## config.mk

```make
export PLATFORM = sky130hd
export DESIGN_NAME = i2c_slave_event_detect
export DESIGN_NICKNAME = d
export VERILOG_FILES = /design/src/common/i2c_slave_pkg.sv /design/src/logic/i2c_slave_event_detect.sv
export SDC_FILE = /design/constraint.sdc
export NUM_CORES = 1
export LEC_CHECK = 0
export CORE_ASPECT_RATIO = 0.75
export CORE_MARGIN = 5
export CORE_UTILIZATION = 45
export DETAILED_ROUTE_END_ITERATION = 16
export DONT_BUFFER_PORTS = 1
export PLACE_DENSITY_LB_ADDON = 0.05
export SETUP_SLACK_MARGIN = 0.2
export SYNTH_ARGS = -nofsm -noshare
export SYNTH_HDL_FRONTEND = slang
export SYNTH_SLANG_ARGS = --single-unit
```

## constraint.sdc

```tcl
create_clock -name core_clk -period 2.7 [get_ports core_clk]
set_clock_uncertainty 0.1 [all_clocks]
set_input_delay 0.27 -clock core_clk [delete_from_list [all_inputs] [get_ports core_clk]]
set_output_delay 0.27 -clock core_clk [all_outputs]
set_load 0.03 [all_outputs]
```

## src/common/i2c_slave_pkg.sv

```systemverilog
// shared constants and types of the two-wire slave port with bus event detect
package i2c_slave_pkg;

  // ---------------------------------------------------------------
  // register offsets on the plain register port
  // ---------------------------------------------------------------
  localparam int ADDR_W = 8;
  localparam int DATA_W = 8;
  localparam logic [ADDR_W-1:0] OFS_FLAG = 8'h0c;
  localparam logic [ADDR_W-1:0] OFS_BUF = 8'h13;
  localparam logic [ADDR_W-1:0] OFS_CTL = 8'h14;
  localparam logic [ADDR_W-1:0] OFS_DIR = 8'h87;
  localparam logic [ADDR_W-1:0] OFS_IE = 8'h8c;
  localparam logic [ADDR_W-1:0] OFS_OWN = 8'h93;
  localparam logic [ADDR_W-1:0] OFS_STAT = 8'h94;

  // ---------------------------------------------------------------
  // field positions and reset values
  // ---------------------------------------------------------------
  localparam int FLAG_PORT_IRQ = 3;
  localparam int IE_PORT_IRQ = 3;
  localparam int DIR_SCL = 3;
  localparam int DIR_SDA = 4;
  localparam logic [DATA_W-1:0] RST_DIR = 8'hff;
  localparam logic [DATA_W-1:0] RST_ZERO = 8'h00;
  localparam logic [2:0] SYNC_IDLE = 3'h7;

  // ---------------------------------------------------------------
  // mode codes and bus constants
  // ---------------------------------------------------------------
  localparam logic [3:0] MODE_SLV7 = 4'h6;
  localparam logic [3:0] MODE_SLV10 = 4'h7;
  localparam logic [3:0] MODE_FW_IDLE = 4'hb;
  localparam logic [3:0] MODE_SLV7_SS = 4'he;
  localparam logic [3:0] MODE_SLV10_SS = 4'hf;
  localparam logic [4:0] TEN_BIT_HDR = 5'h1e;
  localparam logic [3:0] BYTE_BITS = 4'h8;
  localparam logic [3:0] LAST_TX_BIT = 4'h7;
  localparam logic [3:0] ACK_BIT = 4'h9;
  localparam logic [3:0] BIT_ONE = 4'h1;

  typedef enum logic [2:0] {
    ST_IDLE, ST_RX, ST_ACK, ST_TX, ST_TXACK, ST_MON
  } phase_t;

  // control register, msb first as it reads back
  typedef struct packed {
    logic writeCollision;
    logic receiveOverflow;
    logic portEnable;
    logic clockRelease;
    logic [3:0] modeSelect;
  } ctl_t;

  // status register, msb first as it reads back
  typedef struct packed {
    logic [1:0] spare;
    logic dataNotAddr;
    logic stopSeen;
    logic startSeen;
    logic readWrite;
    logic updateAddress;
    logic bufferFull;
  } stat_t;

  typedef struct packed {
    logic [2:0] sclSync;
    logic [2:0] sdaSync;
    logic sclLvl;
    logic sdaLvl;
    phase_t phase;
    logic [3:0] bitCnt;
    logic [DATA_W-1:0] shiftRegister;
    logic [DATA_W-1:0] buffer;
    logic [DATA_W-1:0] ownAddr;
    logic [DATA_W-1:0] portDir;
    ctl_t ctl;
    stat_t stat;
    logic irqFlag;
    logic irqEnable;
    logic firstByte;
    logic ackDrive;
    logic ackLatch;
    logic uaHold;
    logic txWait;
    logic hiMatched;
    logic tenDone;
    logic [DATA_W-1:0] rdData;
    logic sclOeN;
    logic sdaOeN;
    logic pinLevel;
    logic intReq;
  } core_t;

endpackage

```

## src/logic/i2c_slave_event_detect.sv

```systemverilog
// two-wire slave port with start/stop detect behind a plain register port

module i2c_slave_event_detect
  import i2c_slave_pkg::*;
(
  input wire logic core_clk,
  input wire logic rst,
  input wire logic [ADDR_W-1:0] regAddr,
  input wire logic [DATA_W-1:0] regWrData,
  input wire logic regWrEn,
  input wire logic regRdEn,
  output logic [DATA_W-1:0] regRdData,
  input wire logic busClockIn,
  output logic busClockOut,
  output logic busClockOe_n,
  input wire logic busDataIn,
  output logic busDataOut,
  output logic busDataOe_n,
  output logic portIrq
);

  // ---------------------------------------------------------------
  // helpers
  // ---------------------------------------------------------------
  // a change counts once the second and third stages agree
  function automatic logic lvlNext(input logic [2:0] sync, input logic lvl);
    return (sync[1] == sync[2]) ? sync[2] : lvl;
  endfunction

  function automatic logic [DATA_W-1:0] bitAt(input logic v, input int pos);
    logic [DATA_W-1:0] r;
    r = '0;
    r[pos] = v;
    return r;
  endfunction

  core_t s_reg;
  core_t s_next;
  logic sclLvlNew;
  logic sdaLvlNew;
  logic sclRise;
  logic sclFall;
  logic startEv;
  logic stopEv;
  logic en;
  logic slaveOn;
  logic tenBit;
  logic ssIrq;
  logic wrBuf;
  logic rdBuf;
  logic wrOwn;
  logic hiHdr;

  // ---------------------------------------------------------------
  // pin edges, bus events and decode
  // ---------------------------------------------------------------
  assign sclLvlNew = lvlNext(s_reg.sclSync, s_reg.sclLvl);
  assign sdaLvlNew = lvlNext(s_reg.sdaSync, s_reg.sdaLvl);
  assign sclRise = !s_reg.sclLvl && sclLvlNew;
  assign sclFall = s_reg.sclLvl && !sclLvlNew;
  // data moving while the clock stays high marks start or stop
  assign startEv = s_reg.sclLvl && sclLvlNew && s_reg.sdaLvl && !sdaLvlNew;
  assign stopEv = s_reg.sclLvl && sclLvlNew && !s_reg.sdaLvl && sdaLvlNew;
  assign en = s_reg.ctl.portEnable;
  assign slaveOn = s_reg.ctl.modeSelect inside
    {MODE_SLV7, MODE_SLV10, MODE_SLV7_SS, MODE_SLV10_SS};
  assign tenBit = s_reg.ctl.modeSelect inside {MODE_SLV10, MODE_SLV10_SS};
  assign ssIrq = s_reg.ctl.modeSelect inside
    {MODE_FW_IDLE, MODE_SLV7_SS, MODE_SLV10_SS};
  assign wrBuf = regWrEn && regAddr == OFS_BUF;
  assign rdBuf = regRdEn && regAddr == OFS_BUF;
  assign wrOwn = regWrEn && regAddr == OFS_OWN;
  assign hiHdr = s_reg.shiftRegister[7:3] == TEN_BIT_HDR &&
    s_reg.shiftRegister[2:1] == s_reg.ownAddr[2:1];

  // ---------------------------------------------------------------
  // next state
  // ---------------------------------------------------------------
  always_comb begin
    logic setFlag;
    logic matched;
    logic needUa;
    logic isAddr;
    setFlag = 1'b0;
    matched = 1'b0;
    needUa = 1'b0;
    isAddr = 1'b0;
    s_next = s_reg;
    s_next.sclSync = {s_reg.sclSync[1:0], busClockIn};
    s_next.sdaSync = {s_reg.sdaSync[1:0], busDataIn};
    s_next.sclLvl = sclLvlNew;
    s_next.sdaLvl = sdaLvlNew;
    s_next.rdData = RST_ZERO;

    // register reads
    if (regRdEn) begin
      unique case (regAddr)
        OFS_FLAG: s_next.rdData = bitAt(s_reg.irqFlag, FLAG_PORT_IRQ);
        OFS_IE: s_next.rdData = bitAt(s_reg.irqEnable, IE_PORT_IRQ);
        OFS_BUF: s_next.rdData = s_reg.buffer;
        OFS_CTL: s_next.rdData = s_reg.ctl;
        OFS_DIR: s_next.rdData = s_reg.portDir;
        OFS_OWN: s_next.rdData = s_reg.ownAddr;
        OFS_STAT: s_next.rdData = s_reg.stat;
        default: s_next.rdData = RST_ZERO;
      endcase
    end
    if (rdBuf) begin
      s_next.stat.bufferFull = 1'b0;
    end

    // register writes; hardware sets below win over these clears
    if (regWrEn) begin
      unique case (regAddr)
        OFS_FLAG: s_next.irqFlag = regWrData[FLAG_PORT_IRQ];
        OFS_IE: s_next.irqEnable = regWrData[IE_PORT_IRQ];
        OFS_CTL: s_next.ctl = ctl_t'(regWrData);
        OFS_DIR: s_next.portDir = regWrData;
        OFS_OWN: begin
          s_next.ownAddr = regWrData;
          s_next.stat.updateAddress = 1'b0;
          s_next.uaHold = 1'b0;
        end
        OFS_BUF: begin
          // a byte already on its way out must not be overwritten
          if (s_reg.phase == ST_TX && !s_reg.txWait) begin
            s_next.ctl.writeCollision = 1'b1;
          end else begin
            s_next.buffer = regWrData;
            s_next.shiftRegister = regWrData;
          end
        end
        default: ;
      endcase
    end
    if (s_reg.txWait && s_reg.ctl.clockRelease) begin
      s_next.txWait = 1'b0;
    end

    // bus engine
    if (!en) begin
      s_next.phase = ST_IDLE;
      s_next.stat.startSeen = 1'b0;
      s_next.stat.stopSeen = 1'b0;
      s_next.ackDrive = 1'b0;
      s_next.uaHold = 1'b0;
      s_next.txWait = 1'b0;
      s_next.hiMatched = 1'b0;
      s_next.tenDone = 1'b0;
    end else if (startEv) begin
      s_next.stat.startSeen = 1'b1;
      s_next.stat.stopSeen = 1'b0;
      s_next.bitCnt = '0;
      s_next.ackDrive = 1'b0;
      s_next.txWait = 1'b0;
      s_next.firstByte = 1'b1;
      // mode 1011 only watches the bus
      s_next.phase = slaveOn ? ST_RX : ST_MON;
      setFlag = ssIrq;
    end else if (stopEv) begin
      s_next.stat.stopSeen = 1'b1;
      s_next.stat.startSeen = 1'b0;
      s_next.phase = ST_IDLE;
      s_next.ackDrive = 1'b0;
      s_next.txWait = 1'b0;
      s_next.hiMatched = 1'b0;
      s_next.tenDone = 1'b0;
      setFlag = ssIrq;
    end else begin
      unique case (s_reg.phase)
        ST_IDLE: ;
        ST_MON: begin
          if (sclRise) begin
            s_next.bitCnt = s_reg.bitCnt + BIT_ONE;
          end else if (sclFall && s_reg.bitCnt == ACK_BIT) begin
            s_next.bitCnt = '0;
            setFlag = 1'b1;
          end
        end
        ST_RX: begin
          if (sclRise && s_reg.bitCnt != BYTE_BITS) begin
            s_next.shiftRegister = {s_reg.shiftRegister[6:0], s_reg.sdaLvl};
            s_next.bitCnt = s_reg.bitCnt + BIT_ONE;
          end else if (sclFall && s_reg.bitCnt == BYTE_BITS) begin
            if (s_reg.firstByte) begin
              isAddr = 1'b1;
              if (!tenBit) begin
                matched = s_reg.shiftRegister[7:1] == s_reg.ownAddr[7:1];
              end else if (hiHdr && !s_reg.shiftRegister[0]) begin
                matched = 1'b1;
                needUa = 1'b1;
                s_next.hiMatched = 1'b1;
                s_next.tenDone = 1'b0;
              end else if (hiHdr && s_reg.tenDone) begin
                matched = 1'b1;
              end
            end else if (s_reg.hiMatched && !s_reg.tenDone) begin
              isAddr = 1'b1;
              matched = s_reg.shiftRegister == s_reg.ownAddr;
              needUa = 1'b1;
              s_next.tenDone = matched;
            end else begin
              matched = 1'b1;
            end
            if (matched) begin
              s_next.phase = ST_ACK;
              s_next.firstByte = 1'b0;
              s_next.stat.dataNotAddr = !isAddr;
              if (isAddr) begin
                s_next.stat.readWrite = s_reg.shiftRegister[0];
              end
              if (!s_reg.stat.bufferFull && !s_reg.ctl.receiveOverflow) begin
                s_next.buffer = s_reg.shiftRegister;
                s_next.stat.bufferFull = 1'b1;
                s_next.ackDrive = 1'b1;
                s_next.stat.updateAddress = needUa;
              end else if (s_reg.stat.bufferFull) begin
                s_next.ctl.receiveOverflow = 1'b1;
              end
            end else begin
              s_next.phase = ST_IDLE;
            end
          end
        end
        ST_ACK: begin
          if (sclFall) begin
            setFlag = 1'b1;
            s_next.ackDrive = 1'b0;
            s_next.bitCnt = '0;
            // an own address write in this same cycle has already let go
            s_next.uaHold = s_next.stat.updateAddress;
            if (s_reg.stat.readWrite && !s_reg.ackDrive) begin
              s_next.phase = ST_IDLE;
            end else if (s_reg.stat.readWrite) begin
              s_next.phase = ST_TX;
              s_next.txWait = 1'b1;
              s_next.ctl.clockRelease = 1'b0;
            end else begin
              s_next.phase = ST_RX;
            end
          end
        end
        ST_TX: begin
          if (!s_reg.txWait && sclFall) begin
            s_next.shiftRegister = {s_reg.shiftRegister[6:0], 1'b0};
            s_next.bitCnt = s_reg.bitCnt + BIT_ONE;
            if (s_reg.bitCnt == LAST_TX_BIT) begin
              s_next.phase = ST_TXACK;
            end
          end
        end
        ST_TXACK: begin
          if (sclRise) begin
            s_next.ackLatch = s_reg.sdaLvl;
            if (s_reg.sdaLvl) begin
              s_next.phase = ST_IDLE;
              s_next.stat.dataNotAddr = 1'b0;
              s_next.stat.readWrite = 1'b0;
              s_next.stat.updateAddress = 1'b0;
              s_next.stat.bufferFull = 1'b0;
              setFlag = 1'b1;
            end
          end else if (sclFall) begin
            setFlag = 1'b1;
            s_next.phase = ST_TX;
            s_next.bitCnt = '0;
            s_next.txWait = 1'b1;
            s_next.ctl.clockRelease = 1'b0;
          end
        end
      endcase
    end
    if (setFlag) begin
      s_next.irqFlag = 1'b1;
    end

    // open-drain pins: enable low means the pin is pulled low
    // a firmware master drives through the direction bits
    s_next.sdaOeN = !(en && (s_next.ackDrive ||
      (s_next.phase == ST_TX && !s_next.shiftRegister[7]) ||
      !s_next.portDir[DIR_SDA]));
    s_next.sclOeN = !(en && (s_next.uaHold ||
      (s_next.txWait && !s_next.ctl.clockRelease) ||
      !s_next.portDir[DIR_SCL]));
    s_next.pinLevel = 1'b0;
    s_next.intReq = s_next.irqFlag && s_next.irqEnable;

    if (rst) begin
      s_next = '0;
      s_next.sclSync = SYNC_IDLE;
      s_next.sdaSync = SYNC_IDLE;
      s_next.sclLvl = 1'b1;
      s_next.sdaLvl = 1'b1;
      s_next.phase = ST_IDLE;
      s_next.portDir = RST_DIR;
      s_next.sclOeN = 1'b1;
      s_next.sdaOeN = 1'b1;
    end
  end

  always_ff @(posedge core_clk) begin
    s_reg <= s_next;
  end

  assign regRdData = s_reg.rdData;
  assign busClockOut = s_reg.pinLevel;
  assign busDataOut = s_reg.pinLevel;
  assign busClockOe_n = s_reg.sclOeN;
  assign busDataOe_n = s_reg.sdaOeN;
  assign portIrq = s_reg.intReq;
endmodule

```

==> flow_summary_export.csv, run 1 <==
group,metric,value,unit
run_status,outcome,"complete, but fails checks",
run_status,violations,"hold timing",
synth,yosysMostFrequentCell,"dfxtp_1",
place,io_buffers,0,
synth,ys.flop_type,"dfxtp_1",
clock_tree,clk_pin_slew,0.06,ns
timing,setup_viol,0,
place,placed_area,4373,um^2
floorplanning,core-area,9084,um^2
routing,vias,3705,
layout,instances_no_fill,632,
floorplanning,floorplan.initialDensity,46.25,%
worst_hold_path,hp-class,"input pin to flop",
power,cellPowerDensity,534.2,nW/um^2
clock_tree,h-tree-depth,3,
synth,ys_seq_elements,80,
synth,synth_top_area_share,38.12,%
worst_hold_path,hold_start,"regWrData[7]",
worst_setup_path,reg2reg_from,"s_reg[82]",
layout,fin_area,4858,um^2
worst_setup_path,worstPathRequired,2.87,ns
routing,dr.pass1.iters,5,
power,comb_power_share,2.6,%
place,dpl.hpwl,8.580,mm
timing,worst_pin_slew,0.5817,ns
run,max_cap_violations,0,
worst_hold_path,holdPathStages,2,
timing,fin_crit_sh,89.22,%
synth,seq_area_frac_synth,38.12,%
layout,largest_reg_flops,68,
synth,synth_area_leader_cell,"dfxtp_1",
power,leakage,1.788,nW
layout,antennaDiodeCount,0,
synth,synth_edf_count,0,
timing,finalHoldViolations,1,
power,intPower,2.069,mW
worst_setup_path,r2r_end,"s_reg[71]",
layout,area_growth,15.63,%
clock_tree,clk_path_buf_depth,2,
floorplanning,dieHeight,93.68,um
global_routing,gr-total-overflow,0,
global_routing,grt.total_usage,21.53,%
clock_tree,cts_tree,"yes",
clock_tree,cts_root_buf,"clkbuf_16",
synth,syn_area,4202,um^2
timing,fin_ws,0.2910,ns
global_routing,grt_max_degree,62,
layout,nets,525,
layout,fillers,845,
worst_setup_path,critPathKind,"flop to flop",
synth,synth_cells,485,
power,p_sw_share,20.26,%
clock_tree,clock_latency,0.34,ns
synth,synthTopCellsByArea,"dfxtp_1, mux2i_1, nor2_1",
place,gp_congestion,0.8572,
worst_setup_path,reg2reg_setup_slack,0.29,ns
timing,rsz0062_at_grt,"no",
routing,drt_iter0_drc,310,
synth,yosys_warnings,0,
synth,async_flop_share,0,%
floorplanning,io_pins,35,
timing,clock.fmax,415.1,MHz
routing,routedWlPerCell,19.16,um
worst_setup_path,cp_max_fo,9,
timing,slew_violations,0,
routing,drtAntennaViolNets,0,
worst_setup_path,worstPathCellList,"or3b_4 -> a2111oi_4 -> a211oi_1 -> a31o_2 -> or4b_1 -> a21oi_1",
layout,drive_above_1_share,13.29,%
routing,wirelength,12.11,mm
synth,synth_cell_types,62,
routing,viasPerCell,5.862,
global_routing,grt_pass1_vias,3544,
global_routing,antenna_found_initial,0,
timing,whs,-0.0001854,ns
worst_setup_path,startpoint_type,"flop",
power,power_frac_seq,45.8,%
timing,slew_headroom,61.13,%
floorplanning,placementRows,30,
routing,drcViolationCount,0,
timing,timing.setup.tns,0,ns
power,switching_power,0.5259,mW
worst_setup_path,end_kind,"flop",
clock_tree,cts_inserted_buffers,9,
worst_setup_path,critPathSlowestCell,"or3b_4",
worst_setup_path,rr_worst_depth,6,
power,p_clk_share,51.6,%
timing,period_minus_slack,2.409,ns
worst_setup_path,cpPeakStageDelay,0.48,ns
clock_tree,cts.sinks,80,
place,dp_slack,0.2251,ns
worst_hold_path,hold-path-endpoint,"s_reg[36]",
worst_setup_path,cp.arrival,2.58,ns
synth,syn_area_per_cell,8.663,um^2
floorplanning,die_w,121.6,um
floorplanning,die_area,11390,um^2
place,dpl.cell_count,605,
global_routing,grt_pass1_wl,18.98,mm
power,vdd_drop_max,0.0003504,V
synth,synth_commonest_cells,"dfxtp_1, nor2_1, mux2i_1, a21oi_1, nand2_1",
through the flow:
step | power [mW] | hold WS [ns] | util (%)
3_5_place_dp | 1.250 | 0.2513 | 48.14
5_1_grt | 2.667 | 0.003129 | 53.48
3_3_place_gp | 1.250 | 0.2500 | 48.14
2_1_floorplan | 1.259 | 0.2738 | -
6_report | 2.595 | -0.0001854 | 53.48
4_1_cts | 2.606 | 0.0007168 | 53.09
what timing repair did:
action / in CTS / in global routing
setup buffers: 0 / 1
resized for setup: 0 / 7
endpoints found under the hold margin: 61 / 0
hold buffers: 11 / 0
setup endpoints to repair: 0 / 10
cell families after synthesis:
group           after synthesis  share of synthesized area [%]
simple gates                193                          24.75
compound gates              112                          19.39
flops                        80                          38.12
buf+inv                      48                          5.449
mux                          40                          9.649
xor+xnor                      8                          1.668
fa+ha+maj                     3                         0.8935
other cells                   1                        0.08925
critical path, delay by kind of cell, from the launching register on:
kind	cells	cell delay, ns
and+or+nand+nor	2	0.95
AOI/OAI and AO/OA	4	0.92
DFF	1	0.38
per-layer routing:
metal | global-route usage (%) | up-vias | wire length (um)
met1 | 32.34 | 1763 | 6041
li1 | - | 1791 | -
met2 | 30.48 | 132 | 4974
met4 | 4.851 | 0 | 183
met3 | 5.719 | 19 | 910
met5 | 0 | - | 0
power groups by stage:
stage / Combinational (mW) / Sequential (mW) / Clock [mW]
3_5_place_dp: 0.0352 / 1.22 / 0
3_3_place_gp: 0.0350 / 1.21 / 0
5_1_grt: 0.0738 / 1.19 / 1.40
6_report: 0.0684 / 1.19 / 1.34
4_1_cts: 0.0680 / 1.19 / 1.35
2_1_floorplan: 0.0458 / 1.21 / 0
cell type report:
class / count / area (um^2) / area share [%]
multi-input combinational: 358 / 2402 / 49.45
tap: 128 / 160.2 / 3.296
sequential: 80 / 1603 / 32.99
clock inverter: 3 / 65.06 / 1.339
inverter: 15 / 56.30 / 1.159
timing repair buffer: 36 / 315.3 / 6.490
clock buffer: 12 / 256.5 / 5.279
how the worst max path moves through the flow:
| stage | from | to | slack (ns) | depth (start not counted) |
|---|---|---|---|---|
| 2_1_floorplan | s_reg[82] | s_reg[71] | 0.46 | 7 |
| 3_3_place_gp | s_reg[77] | s_reg[71] | 0.29 | 6 |
| 3_5_place_dp | s_reg[77] | s_reg[71] | 0.23 | 6 |
| 4_1_cts | s_reg[77] | s_reg[71] | 0.22 | 6 |
| 5_1_grt | s_reg[82] | s_reg[71] | 0.21 | 6 |
| 6_report | s_reg[82] | s_reg[71] | 0.29 | 6 |
placed cells by master (no fill, tap or decap), types with 8 or more instances in the layout:
cell,Yosys,layout
a21oi_1,28,27
dlygate4sd3_1,0,10
dfxtp_1,80,79
clkbuf_16,0,9
a211oi_1,10,9
nor2b_1,8,8
buf_4,12,25
nand2b_1,18,18
nand2_1,26,26
a211o_1,8,8
nand3b_1,8,8
o21ai_0,11,11
nand3_1,9,9
nor3_1,11,10
inv_1,15,15
or2_2,10,10
nor2_1,65,65
mux2i_1,36,36
Note: power is estimated with default switching activity, not from simulation.
==> inputs of run 2 (changes only) <==
Clock period 2.7 ns to 2 ns, I/O delays scaled along.
==> run 2 against run 1 <==
Net effect: the run ends with hold timing, setup timing left; setup slack got worse by 0.46 ns; routed wire length rose by 14%; fmax rose by 11%; cell area rose by 24%; sequential power rose by 34%; core utilization rose by 13 points; clock-buffer cell count did not move; largest cell class unchanged; largest power group unchanged.
==> flow_summary_export.csv, run 2 (synthesized netlist as in run 1, its figures left out) <==
group,metric,value,unit
worst_setup_path,critPathKind,"flop to flop",
power,power_frac_seq,48.3,%
power,comb_power_share,2.5,%
routing,drt_iter0_drc,366,
worst_setup_path,worstPathCellList,"or3b_4 -> a2111oi_4 -> a211oi_2 -> a31o_1 -> or4b_1 -> a21oi_1",
layout,mostFrequentLayoutCells,"buf_4, dfxtp_1, nor2_1",
layout,drive_above_1_share,37.41,%
timing,finalHoldViolations,47,
power,intPower,2.635,mW
global_routing,antenna_found_initial,0,
place,dp_slack,-0.2109,ns
clock_tree,cts_hold_buf,17,
power,p_clk_share,49.2,%
worst_setup_path,path_delay_family,"simple AND/OR/NAND/NOR gates",
floorplanning,placementRows,30,
floorplanning,die_w,121.6,um
floorplanning,core-area,9084,um^2
timing,setup_viol,18,
run_status,outcome,"complete, but fails checks",
timing,fin_ws,-0.1723,ns
clock_tree,cts_tree,"yes",
clock_tree,clk_path_buf_depth,2,
clock_tree,clk_pin_slew,0.06,ns
power,switching_power,0.6782,mW
run,max_cap_violations,0,
floorplanning,floorplan.initialDensity,46.25,%
power,vdd_drop_max,0.0003753,V
routing,drcViolationCount,0,
timing,slew_violations,0,
power,p_sw_share,20.47,%
floorplanning,dieHeight,93.68,um
global_routing,grt_pass1_vias,3962,
clock_tree,clock_latency,0.34,ns
routing,viasPerCell,5.753,
place,gp_congestion,0.8872,
worst_setup_path,end_kind,"flop",
layout,largest_reg_flops,68,
run_status,violations,"hold timing, setup timing",
clock_tree,cts_root_buf,"clkbuf_16",
timing,clock.fmax,460.3,MHz
power,cellPowerDensity,551.1,nW/um^2
layout,final_common_cell,"buf_4",
worst_setup_path,worstPathRequired,2.17,ns
routing,routedWlPerCell,19.34,um
power,leakage,2.310,nW
worst_setup_path,crit_start,"s_reg[82]",
timing,rsz0062_at_grt,"yes",
global_routing,grt_pass1_wl,21.47,mm
worst_setup_path,reg2reg_from,"s_reg[82]",
worst_setup_path,cp_max_fo,6,
worst_setup_path,critPathSlowestCell,"or4b_1",
worst_setup_path,startpoint_type,"flop",
worst_setup_path,cp.arrival,2.34,ns
global_routing,gr-total-overflow,0,
routing,wirelength,13.84,mm
routing,vias,4119,
timing,whs,-0.1588,ns
worst_setup_path,cp_num_buf_inv,0,
clock_tree,cts.sinks,80,
clock_tree,h-tree-depth,3,
worst_setup_path,cpPeakStageDelay,0.48,ns
worst_hold_path,hp-class,"input pin to flop",
place,io_buffers,0,
layout,nets,609,
floorplanning,die_area,11390,um^2
timing,fin_crit_sh,108.6,%
layout,area_growth,43.09,%
place,dpl.hpwl,9.700,mm
clock_tree,cts_inserted_buffers,9,
timing,period_minus_slack,2.172,ns
worst_hold_path,hold_start,"rst",
routing,drtAntennaViolNets,0,
layout,antennaDiodeCount,0,
global_routing,grt_max_degree,71,
routing,dr.pass1.iters,7,
global_routing,grt.total_usage,24.66,%
floorplanning,io_pins,35,
## run 2: cell types whose count changed in the layout (fill, tap and decap cells not counted), sizes merged
cell         change
bufinv           -1
clkinvlp         +1
clkbuf           +1
dlygate4sd3      +7
or3b             +1
buf             +75
## run 2: per-layer routing
metal  GRT usage, %  vias up  routed length (um)
li1               -     1954                   -
met1          35.47     2007                6584
met2          35.77      139                5901
met3          7.104       19                1138
met4          7.090        0                 219
met5              0        -                   0
## run 2: repair_timing
action,CTS,global route
gates resized for setup,52,50
setup endpoints to repair,36,45
endpoints found under the hold margin,64,47
cloned,2,1
pin swaps,14,20
setup buffers,3,10
## run 2: worst paths after layout
check,slack (ns),cells after the start,end
max,-0.17,6,s_reg[71]
min reg2reg,0.37,2,regRdData[7]
min,-0.16,1,s_reg[53]
max reg2reg,-0.17,6,s_reg[71]
## run 2: metrics by stage
step	cells	area, um^2	TNS (ns)	utilization (%)	power [mW]
5_1_grt	716	6012	-3.984	66.18	3.409
6_report	716	6012	-1.691	66.18	3.313
2_1_floorplan	486	4347	-1.440	-	1.704
4_1_cts	705	5715	-1.659	62.92	3.326
3_5_place_dp	668	4971	-1.842	54.72	1.699
3_3_place_gp	668	4971	-1.281	54.72	1.698
## run 2: power groups by stage
stage	registers (mW)	logic (mW)	clock network (mW)
3_5_place_dp	1.64	0.0603	0
4_1_cts	1.60	0.0725	1.65
3_3_place_gp	1.64	0.0602	0
6_report	1.60	0.0816	1.63
5_1_grt	1.60	0.0880	1.72
2_1_floorplan	1.64	0.0655	0
## run 2: layout make-up
class | instances | area, um^2
clock buffers | 12 | 246.5
clock inverters | 3 | 42.54
fillers | 764 | 3072
inverters | 15 | 56.30
multi-input cells | 359 | 2843
flip-flops and latches | 80 | 1620
well taps | 128 | 160.2
repair buffers | 119 | 1044
## run 2: worst register-to-register path, cell delays in order, from the launching register on
cell       delay (ns)
dfxtp_4          0.35
or3b_4           0.45
a2111oi_4        0.25
a211oi_2         0.08
a31o_1           0.28
or4b_1           0.48
a21oi_1          0.13
